**src/common/fpq_consts.svh**
```systemverilog
// Constants for the flash protect, secure region and query host controller
`ifndef FPQ_CONSTS_SVH
`define FPQ_CONSTS_SVH

// Pin widths
`define FPQ_AW          23
`define FPQ_DW          8

// Clock and bus timing, times in ns
`define FPQ_CLK_NS      4
`define FPQ_T_SU_NS     10
`define FPQ_T_WP_NS     35
`define FPQ_T_RDA_NS    100
`define FPQ_T_RST_NS    500
// Least times round up to whole cycles
`define FPQ_CYC(t)      (((t) + `FPQ_CLK_NS - 1) / `FPQ_CLK_NS)
`define FPQ_SU_CYC      `FPQ_CYC(`FPQ_T_SU_NS)
`define FPQ_WP_CYC      `FPQ_CYC(`FPQ_T_WP_NS)
`define FPQ_RDA_CYC     `FPQ_CYC(`FPQ_T_RDA_NS)
`define FPQ_RST_CYC     `FPQ_CYC(`FPQ_T_RST_NS)

// Unlock cycle addresses and command bytes
`define FPQ_UNLK_A1     23'h000555
`define FPQ_UNLK_A2     23'h0002aa
`define FPQ_UNLK_D1     8'haa
`define FPQ_UNLK_D2     8'h55
`define FPQ_CMD_SEC_IN  8'h88
`define FPQ_CMD_SEC_OUT 8'h90
`define FPQ_CMD_IDENT   8'h90
`define FPQ_CMD_EXIT2   8'h00
`define FPQ_CMD_QUERY   8'h98
`define FPQ_CMD_RESET   8'hf0
`define FPQ_QRY_A       23'h000055

// Query identification string location and contents
`define FPQ_QRY_ID_A0   23'h000010
`define FPQ_QRY_ID_A1   23'h000011
`define FPQ_QRY_ID_A2   23'h000012
`define FPQ_QRY_ID_D0   8'h51
`define FPQ_QRY_ID_D1   8'h52
`define FPQ_QRY_ID_D2   8'h59

`endif

```
**src/common/fpq_pkg.sv**
```systemverilog
// Types for the flash protect, secure region and query host controller
`include "fpq_consts.svh"

package fpq_pkg;

    // Host operations offered on the command port
    typedef enum logic [2:0] {
        FPQ_OP_READ    = 3'h0,
        FPQ_OP_WRITE   = 3'h1,
        FPQ_OP_SEC_IN  = 3'h2,
        FPQ_OP_SEC_OUT = 3'h3,
        FPQ_OP_IDENT   = 3'h4,
        FPQ_OP_QUERY   = 3'h5,
        FPQ_OP_RESET   = 3'h6
    } fpq_op_t;

    // Mirror of the flash read mode
    typedef enum logic [1:0] {
        FPQ_MD_ARRAY = 2'h0,
        FPQ_MD_IDENT = 2'h1,
        FPQ_MD_QUERY = 2'h2
    } fpq_mode_t;

    // Bus cycle sequencer states
    typedef enum logic [4:0] {
        FPQ_ST_IDLE  = 5'h01,
        FPQ_ST_SETUP = 5'h02,
        FPQ_ST_PULSE = 5'h04,
        FPQ_ST_READ  = 5'h08,
        FPQ_ST_HOLD  = 5'h10
    } fpq_state_t;

    // One bus cycle of a command sequence
    typedef struct packed {
        logic                  last;
        logic                  rd;
        logic [`FPQ_AW-1:0]    addr;
        logic [`FPQ_DW-1:0]    data;
    } fpq_item_t;

endpackage : fpq_pkg

```
**src/design/fpq_host.sv**
```systemverilog
// Host controller driving the flash pins for protect, secure region and query access
`timescale 1ns/1ps
`default_nettype none
`include "fpq_consts.svh"

module fpq_host #(
    parameter int unsigned SU_CYC  = `FPQ_SU_CYC,   // Setup and hold cycles
    parameter int unsigned WP_CYC  = `FPQ_WP_CYC,   // Write strobe low cycles
    parameter int unsigned RDA_CYC = `FPQ_RDA_CYC,  // Read access cycles
    parameter int unsigned RST_CYC = `FPQ_RST_CYC   // Clear pin low cycles after reset
) (
    input  wire logic                  mclk_i,           // System clock
    input  wire logic                  reset_n_i,        // Async reset, active low
    input  wire logic                  cmd_valid_i,      // Command request
    input  wire fpq_pkg::fpq_op_t      cmd_op_i,         // Command operation
    input  wire logic [`FPQ_AW-1:0]    cmd_addr_i,       // Read or write address
    input  wire logic [`FPQ_DW-1:0]    cmd_wdata_i,      // Write data
    input  wire logic                  temp_unprotect_i, // Ask for high voltage on clear pin
    input  wire logic                  vcc_ok_i,         // Supply above lockout threshold
    input  wire logic [`FPQ_DW-1:0]    dq_i,             // Flash data in
    output logic                       cmd_ready_o,      // Command taken when valid
    output logic                       cmd_refused_o,    // Command dropped, high while valid with supply low in idle after the clear pin period
    output logic                       rsp_valid_o,      // Read data valid, pulse
    output logic [`FPQ_DW-1:0]         rsp_data_o,       // Read data
    output fpq_pkg::fpq_mode_t         mode_o,           // Flash read mode mirror
    output logic                       secure_o,         // Secure region mapped
    output logic                       query_ok_o,       // Query string matched
    output logic [`FPQ_AW-1:0]         fl_addr_o,        // Flash address
    output logic [`FPQ_DW-1:0]         dq_o,             // Flash data out
    output logic                       dq_oe_o,          // Data out enable
    output logic                       ce_n_o,           // Chip select, active low
    output logic                       oe_n_o,           // Output enable, active low
    output logic                       we_n_o,           // Write strobe, active low
    output logic                       clr_n_o,          // Hardware clear pin, active low
    output logic                       clr_hv_o          // Raise clear pin to high voltage
);
    import fpq_pkg::*;

    // ***********************************
    // Parameter checks
    // ***********************************
    if (SU_CYC < 1 || SU_CYC > 255 || WP_CYC < 1 || WP_CYC > 255 ||
        RDA_CYC < 1 || RDA_CYC > 255 || RST_CYC < 1 || RST_CYC > 65535) begin : g_bad
        $error("fpq_host: cycle counts out of range");
    end

    // ***********************************
    // Sequence table
    // ***********************************
    fpq_state_t         state_reg;
    fpq_state_t         state_next;
    fpq_op_t            op_reg;
    fpq_mode_t          mode_reg;
    logic [1:0]         step_reg;
    logic [7:0]         cnt_reg;
    logic [15:0]        rst_cnt_reg;
    logic               clr_done;
    logic [`FPQ_AW-1:0] uaddr_reg;
    logic [`FPQ_DW-1:0] udata_reg;
    logic               ret_ident_reg;
    logic               secure_reg;
    logic               qry_match_reg;
    fpq_item_t          item;
    logic               cnt_zero;
    logic               done_w;
    logic               take_w;

    // Bus cycle for an operation step
    function automatic fpq_item_t seq_item(input fpq_op_t op, input logic [1:0] st,
                                           input logic [`FPQ_AW-1:0] a, input logic [`FPQ_DW-1:0] d);
        fpq_item_t it;
        it = '{last: 1'b1, rd: 1'b0, addr: a, data: d};
        case (op)
            FPQ_OP_READ: begin
                it.rd = 1'b1;
            end
            FPQ_OP_SEC_IN, FPQ_OP_IDENT, FPQ_OP_SEC_OUT: begin
                it.last = 1'b0;
                if (st == 2'd0) begin
                    it.addr = `FPQ_UNLK_A1;
                    it.data = `FPQ_UNLK_D1;
                end else if (st == 2'd1) begin
                    it.addr = `FPQ_UNLK_A2;
                    it.data = `FPQ_UNLK_D2;
                end else if (st == 2'd2) begin
                    it.addr = `FPQ_UNLK_A1;
                    it.data = (op == FPQ_OP_SEC_IN) ? `FPQ_CMD_SEC_IN :
                              (op == FPQ_OP_IDENT) ? `FPQ_CMD_IDENT : `FPQ_CMD_SEC_OUT;
                    it.last = (op != FPQ_OP_SEC_OUT);
                end else begin
                    it.addr = '0;
                    it.data = `FPQ_CMD_EXIT2;
                    it.last = 1'b1;
                end
            end
            FPQ_OP_QUERY: begin
                // Entry write, then read back the identification string
                it.last = (st == 2'd3);
                it.rd   = (st != 2'd0);
                it.addr = (st == 2'd0) ? `FPQ_QRY_A :
                          (st == 2'd1) ? `FPQ_QRY_ID_A0 :
                          (st == 2'd2) ? `FPQ_QRY_ID_A1 : `FPQ_QRY_ID_A2;
                it.data = `FPQ_CMD_QUERY;
            end
            FPQ_OP_RESET: begin
                it.data = `FPQ_CMD_RESET;
            end
            default: begin
                // Plain single write, never a bypass or accelerated program
                it.last = 1'b1;
            end
        endcase
        return it;
    endfunction : seq_item

    assign item     = seq_item(op_reg, step_reg, uaddr_reg, udata_reg);
    assign cnt_zero = (cnt_reg == 8'h00);
    assign done_w   = (state_reg == FPQ_ST_HOLD) && cnt_zero && item.last;

    // ***********************************
    // Command port
    // ***********************************
    // No command while the clear pin is low or the supply is low
    assign cmd_ready_o   = (state_reg == FPQ_ST_IDLE) && clr_done && vcc_ok_i;
    assign take_w        = cmd_valid_i && cmd_ready_o;
    assign cmd_refused_o = cmd_valid_i && (state_reg == FPQ_ST_IDLE) && clr_done && !vcc_ok_i;

    // Latch the command
    always_ff @(posedge mclk_i or negedge reset_n_i) begin
        if (!reset_n_i) begin
            op_reg    <= FPQ_OP_READ;
            uaddr_reg <= '0;
            udata_reg <= '0;
        end else if (take_w) begin
            op_reg    <= cmd_op_i;
            uaddr_reg <= cmd_addr_i;
            udata_reg <= cmd_wdata_i;
        end
    end

    // ***********************************
    // Bus cycle sequencer
    // ***********************************
    // Next state
    always_comb begin
        state_next = state_reg;
        case (state_reg)
            FPQ_ST_IDLE:  if (take_w) state_next = FPQ_ST_SETUP;
            FPQ_ST_SETUP: if (cnt_zero) state_next = item.rd ? FPQ_ST_READ : FPQ_ST_PULSE;
            FPQ_ST_PULSE: if (cnt_zero) state_next = FPQ_ST_HOLD;
            FPQ_ST_READ:  if (cnt_zero) state_next = FPQ_ST_HOLD;
            FPQ_ST_HOLD:  if (cnt_zero) state_next = item.last ? FPQ_ST_IDLE : FPQ_ST_SETUP;
            default:      state_next = FPQ_ST_IDLE;
        endcase
    end

    // State, step and phase counter
    always_ff @(posedge mclk_i or negedge reset_n_i) begin
        if (!reset_n_i) begin
            state_reg <= FPQ_ST_IDLE;
            step_reg  <= 2'd0;
            cnt_reg   <= 8'h00;
        end else begin
            state_reg <= state_next;
            if (state_next != state_reg || (state_reg == FPQ_ST_HOLD && cnt_zero)) begin
                case (state_next)
                    FPQ_ST_PULSE: cnt_reg <= 8'(WP_CYC - 1);
                    FPQ_ST_READ:  cnt_reg <= 8'(RDA_CYC - 1);
                    default:      cnt_reg <= 8'(SU_CYC - 1);
                endcase
            end else if (!cnt_zero) begin
                cnt_reg <= cnt_reg - 8'h01;
            end
            if (take_w) begin
                step_reg <= 2'd0;
            end else if (state_reg == FPQ_ST_HOLD && cnt_zero && !item.last) begin
                step_reg <= step_reg + 2'd1;
            end
        end
    end

    // Flash pins from the next state; strobe only with select low and enable high
    always_ff @(posedge mclk_i or negedge reset_n_i) begin
        if (!reset_n_i) begin
            ce_n_o    <= 1'b1;
            oe_n_o    <= 1'b1;
            we_n_o    <= 1'b1;
            dq_oe_o   <= 1'b0;
            dq_o      <= '0;
            fl_addr_o <= '0;
        end else begin
            ce_n_o    <= (state_next == FPQ_ST_IDLE);
            oe_n_o    <= (state_next != FPQ_ST_READ);
            we_n_o    <= (state_next != FPQ_ST_PULSE);
            dq_oe_o   <= (state_next != FPQ_ST_IDLE) && !item.rd;
            dq_o      <= item.data;
            fl_addr_o <= item.addr;
        end
    end

    // Read capture and query string check
    always_ff @(posedge mclk_i or negedge reset_n_i) begin
        if (!reset_n_i) begin
            rsp_valid_o   <= 1'b0;
            rsp_data_o    <= '0;
            qry_match_reg <= 1'b0;
        end else begin
            rsp_valid_o <= (state_reg == FPQ_ST_READ) && cnt_zero;
            if (state_reg == FPQ_ST_READ && cnt_zero) begin
                rsp_data_o <= dq_i;
            end
            if (take_w) begin
                qry_match_reg <= 1'b1;
            end else if (state_reg == FPQ_ST_READ && cnt_zero && op_reg == FPQ_OP_QUERY) begin
                if (dq_i != ((step_reg == 2'd1) ? `FPQ_QRY_ID_D0 :
                             (step_reg == 2'd2) ? `FPQ_QRY_ID_D1 : `FPQ_QRY_ID_D2)) begin
                    qry_match_reg <= 1'b0;
                end
            end
        end
    end

    // ***********************************
    // Mode mirror
    // ***********************************
    // Tracks what the flash answers reads with after each sequence
    always_ff @(posedge mclk_i or negedge reset_n_i) begin
        if (!reset_n_i) begin
            mode_reg      <= FPQ_MD_ARRAY;
            ret_ident_reg <= 1'b0;
            secure_reg    <= 1'b0;
            query_ok_o    <= 1'b0;
        end else if (!vcc_ok_i || !clr_done) begin
            mode_reg   <= FPQ_MD_ARRAY;
            secure_reg <= 1'b0;
            query_ok_o <= 1'b0;
        end else if (done_w) begin
            case (op_reg)
                FPQ_OP_SEC_IN:  secure_reg <= 1'b1;
                FPQ_OP_SEC_OUT: begin
                    secure_reg <= 1'b0;
                    mode_reg   <= FPQ_MD_ARRAY;
                end
                FPQ_OP_IDENT:   mode_reg <= FPQ_MD_IDENT;
                FPQ_OP_QUERY: begin
                    if (mode_reg != FPQ_MD_QUERY) begin
                        ret_ident_reg <= (mode_reg == FPQ_MD_IDENT);
                    end
                    mode_reg   <= FPQ_MD_QUERY;
                    query_ok_o <= qry_match_reg;
                end
                FPQ_OP_RESET: begin
                    mode_reg <= (mode_reg == FPQ_MD_QUERY && ret_ident_reg) ?
                                FPQ_MD_IDENT : FPQ_MD_ARRAY;
                    query_ok_o <= 1'b0;
                end
                default: ;
            endcase
        end
    end

    assign mode_o   = mode_reg;
    assign secure_o = secure_reg;

    // ***********************************
    // Hardware clear pin
    // ***********************************
    // Clear pin low after reset, then high voltage only on request
    always_ff @(posedge mclk_i or negedge reset_n_i) begin
        if (!reset_n_i) begin
            rst_cnt_reg <= '0;
            clr_n_o     <= 1'b0;
            clr_hv_o    <= 1'b0;
        end else begin
            if (!clr_done) begin
                rst_cnt_reg <= rst_cnt_reg + 16'h0001;
            end
            clr_n_o  <= clr_done;
            clr_hv_o <= clr_done && temp_unprotect_i;
        end
    end

    assign clr_done = (rst_cnt_reg == 16'(RST_CYC));

    // ***********************************
    // Assertions
    // ***********************************
    logic [7:0] we_low_cnt;

    // Counts strobe low cycles
    always_ff @(posedge mclk_i or negedge reset_n_i) begin
        if (!reset_n_i) begin
            we_low_cnt <= 8'h00;
        end else begin
            we_low_cnt <= we_n_o ? 8'h00 : we_low_cnt + 8'h01;
        end
    end
endmodule : fpq_host

`default_nettype wire

```
**config.mk**
```make
export PLATFORM = sky130hd
export DESIGN_NAME = fpq_host
export DESIGN_NICKNAME = d
export VERILOG_FILES = /design/src/common/fpq_pkg.sv /design/src/design/fpq_host.sv
export VERILOG_INCLUDE_DIRS = /design/src /design/src/common
export SDC_FILE = /design/constraint.sdc
export NUM_CORES = 1
export LEC_CHECK = 0
export BUFFER_PORTS_ARGS = -buffer_cell sky130_fd_sc_hd__buf_2
export CAP_MARGIN = 40
export CORE_UTILIZATION = 60
export DETAILED_ROUTE_END_ITERATION = 12
export PLACE_DENSITY = 0.84
export SLEW_MARGIN = 20
export SYNTH_ARGS = -nofsm -noshare
export SYNTH_HDL_FRONTEND = slang
export SYNTH_SLANG_ARGS = --single-unit
```
**constraint.sdc**
```tcl
create_clock -name mclk_i -period 6 [get_ports mclk_i]
set_clock_uncertainty 0.2 [all_clocks]
set_input_delay 1.2 -clock mclk_i [delete_from_list [all_inputs] [get_ports mclk_i]]
set_output_delay 1.2 -clock mclk_i [all_outputs]
set_load 0.05 [all_outputs]
```
==> qor.yml <==
status:
  status: "finished, final reports clean"
worst_setup_path:
  worstPathCellList: "nor4_1 -> and3_1 -> nand4_1 -> nor2_1 -> buf_2"
  crit_arrival_ns: 2.55
  worst_setup_path_end_kind: "output port"
  cpLargestDelayFamily: "simple AND/OR/NAND/NOR gates"
  ff2ff_path_depth: 7
  required_ns: 4.60
  reg2reg_slack_ns: 3.08
  cp.depth: 5
  rr_startpoint: "step_reg[0]"
  critPathMaxFanout: 7
  cp_slowest_cell: "dfrtp_1"
  cp-start-kind: "register"
  slowest_delay_ns: 0.44
  reg2reg_to: "query_ok_o"
  cp_num_buf_inv: 1
  path_class: "register to output port"
global_routing:
  grt-ovfl-total: 0
  grt_pass1_wl_mm: 20.2
  antenna_found_initial: 0
  grt_start_max_net_pins: 46
  track_usage: 0.302
  grt_pass1_vias: 4196
sta:
  rsz0062_at_grt: "false"
  maxSlewHeadroom: 0.491
  post-route-period-util: 0.658
  finalHoldViolations: 0
  setup_tns_ns: 0
  holdWs_ns: 0.278
  tightest_slew_ns: 0.763
  fin_ws_ns: 2.05
  period_minus_slack_ns: 3.95
  setup_viol: 0
  clock.fmax_mhz: 253
  maxSlewViolCount: 0
finish:
  nets: 625
  n_antenna_cell: 0
  drive_above_1_share: 0.324
  nFillCells: 505
  area_growth_pct: 24.5
  final_core_util: 0.783
die:
  die_area_mm2: 0.00912
  die_w_um: 95.5
  num_io_pins: 99
  die_h_um: 95.5
  rows: 33
  initial_core_util: 0.629
  core_area_mm2: 0.00834
synth:
  seq_area_frac_synth: 0.559
  ys_ff_latch: 117
  yosys-top-cells-area: "dfrtp_1, mux2_2, nand2_1"
  synth_area_mm2: 0.00525
  synth_top_area_frac: 0.539
  syn_inst: 465
  synth_area_per_cell_um2: 11.3
  yosysWarningCount: 0
  yosysMostFrequentCell: "dfrtp_1"
  synth-async-reset-ratio: 1.00
  syn-num-nets: 522
  synth_enable_flop_cells: 0
  synthFlopType: "dfrtp_1"
  ys_top_cells_by_count: "dfrtp_1, mux2_2, nand2_1, nor2_1, a21oi_1"
  synth_cell_types: 58
  synth_top_area_cell: "dfrtp_1"
placement:
  dp_hpwl_mm: 7.77
  port_buffers: 98
  gp_congestion: 0.918
  place_ws_ns: 2.41
drt:
  drc: 0
  wirelength_mm: 12.8
  top_layer_used: "met4"
  ant_nets: 0
  via_count: 4116
  first_iter_violations: 224
  route.met3.wl_um: 917
  met1Wirelength_mm: 4.95
  drt_pass1_iterations: 5
  wl_met2_mm: 6.68
  via_per_inst: 6.00
  wl_per_cell_um: 18.6
clock_network:
  cts.sinks: 117
  post_cts_resized: 0
  clkSlewWorstSetupHoldPaths_ns: 0.06
  postCtsHoldBufs: 0
  cts-htree-levels: 4
  cts_root_buf: "clkbuf_8"
  insertion_delay_ns: 0.52
  clk_path_buf_depth: 2
  cts_tree: "built"
  cts_buffers: 17
  cts_setup_buffers: 0
min_path:
  hold_class: "register to register"
  holdPathEnd: "fl_addr_o[21]"
  whs_path_depth: 1
  min_from: "uaddr_reg[21]"
pwr:
  finalPower_uw: 1970
  power.leakage_uw: 0.00331
  swShare: 0.195
  p_seq_frac: 0.401
  p_per_area_mw_per_mm2: 301
  p_int_uw: 1580
  switchingPower_uw: 385
  vdd_drop_max_mv: 0.322
  pwr-share-clk: 0.581
  p_comb_frac: 0.018
job:
  drv_cap: 0
power by group through the flow:
stage                     Sequential, uW  Combinational, uW  Clock, uW
after floorplan                      804               1.51          0
after global placement               803               32.9          0
after detailed placement             803               35.7          0
after CTS                            790               36.6       1150
after global routing                 789               40.5       1190
final                                790               35.7       1140
layout by cell type (no fill, tap or decap), types with 5 or more instances in the layout:
master,synthesis,layout
dfrtp_1,113,113
buf_2,5,97
mux2_2,38,38
nand2_1,35,35
nor2_1,33,33
a21oi_1,22,22
o21ai_0,21,21
nand3_1,16,16
clkbuf_16,0,16
and2_1,14,14
xnor2_1,13,13
inv_1,10,10
xor2_1,10,10
nor3_1,10,10
ha_1,10,10
and3_1,10,9
nor2b_1,6,6
o211ai_1,6,6
bufinv_16,0,6
a211oi_1,5,5
o31ai_1,5,5
per-stage QoR:
| stage | instance area [um^2] | cells |
|---|---|---|
| after detailed placement | 5860 | 654 |
| after global routing | 6530 | 686 |
| after floorplan | 5250 | 465 |
| after global placement | 5790 | 649 |
| final | 6530 | 686 |
| after CTS | 6530 | 686 |
worst register-to-register path, cell delays in order, from the launching register on:
cell       delay, ns
dfrtp_1         0.49
inv_1           0.14
ha_1            0.27
or3b_2          0.46
a211oi_2        0.40
o21ai_1         0.28
a2111oi_0       0.47
nor3_1          0.08
worst max path at each step:
stage	from	end	slack [ns]
floorplan	vcc_ok_i	cmd_ready_o	2.34
detailed placement	vcc_ok_i	cmd_ready_o	2.41
finish	rst_cnt_reg[13]	cmd_ready_o	2.05
CTS	rst_cnt_reg[13]	cmd_ready_o	2.09
global placement	vcc_ok_i	cmd_ready_o	2.45
global route	rst_cnt_reg[13]	cmd_ready_o	1.91
layer usage:
layer,up-vias,track usage
li1,1857,-
met1,2048,0.354
met2,193,0.518
met3,18,0.0813
met4,0,0.133
met5,-,0
cell type report:
type                    count  area (um^2)  share of cell area
clock buffers              20          445              0.0682
clock inverters            12          225              0.0345
inverters                  10         37.5             0.00575
multi-input cells         318         2190               0.335
flip-flops and latches    117         2930               0.449
well taps                 105          131              0.0201
repair buffers            104          571              0.0874
cell families (layout without fill, tap and decap cells):
logic type / Yosys count / after routing / synth area share
xor+xnor: 23 / 23 / 0.0384
simple gates: 161 / 161 / 0.167
compound gates: 82 / 82 / 0.0985
flops: 117 / 117 / 0.559
fa+ha+maj: 10 / 10 / 0.0238
buf+inv: 30 / 146 / 0.0241
mux: 42 / 42 / 0.0892
Note: power is estimated with default switching activity, not from simulation.
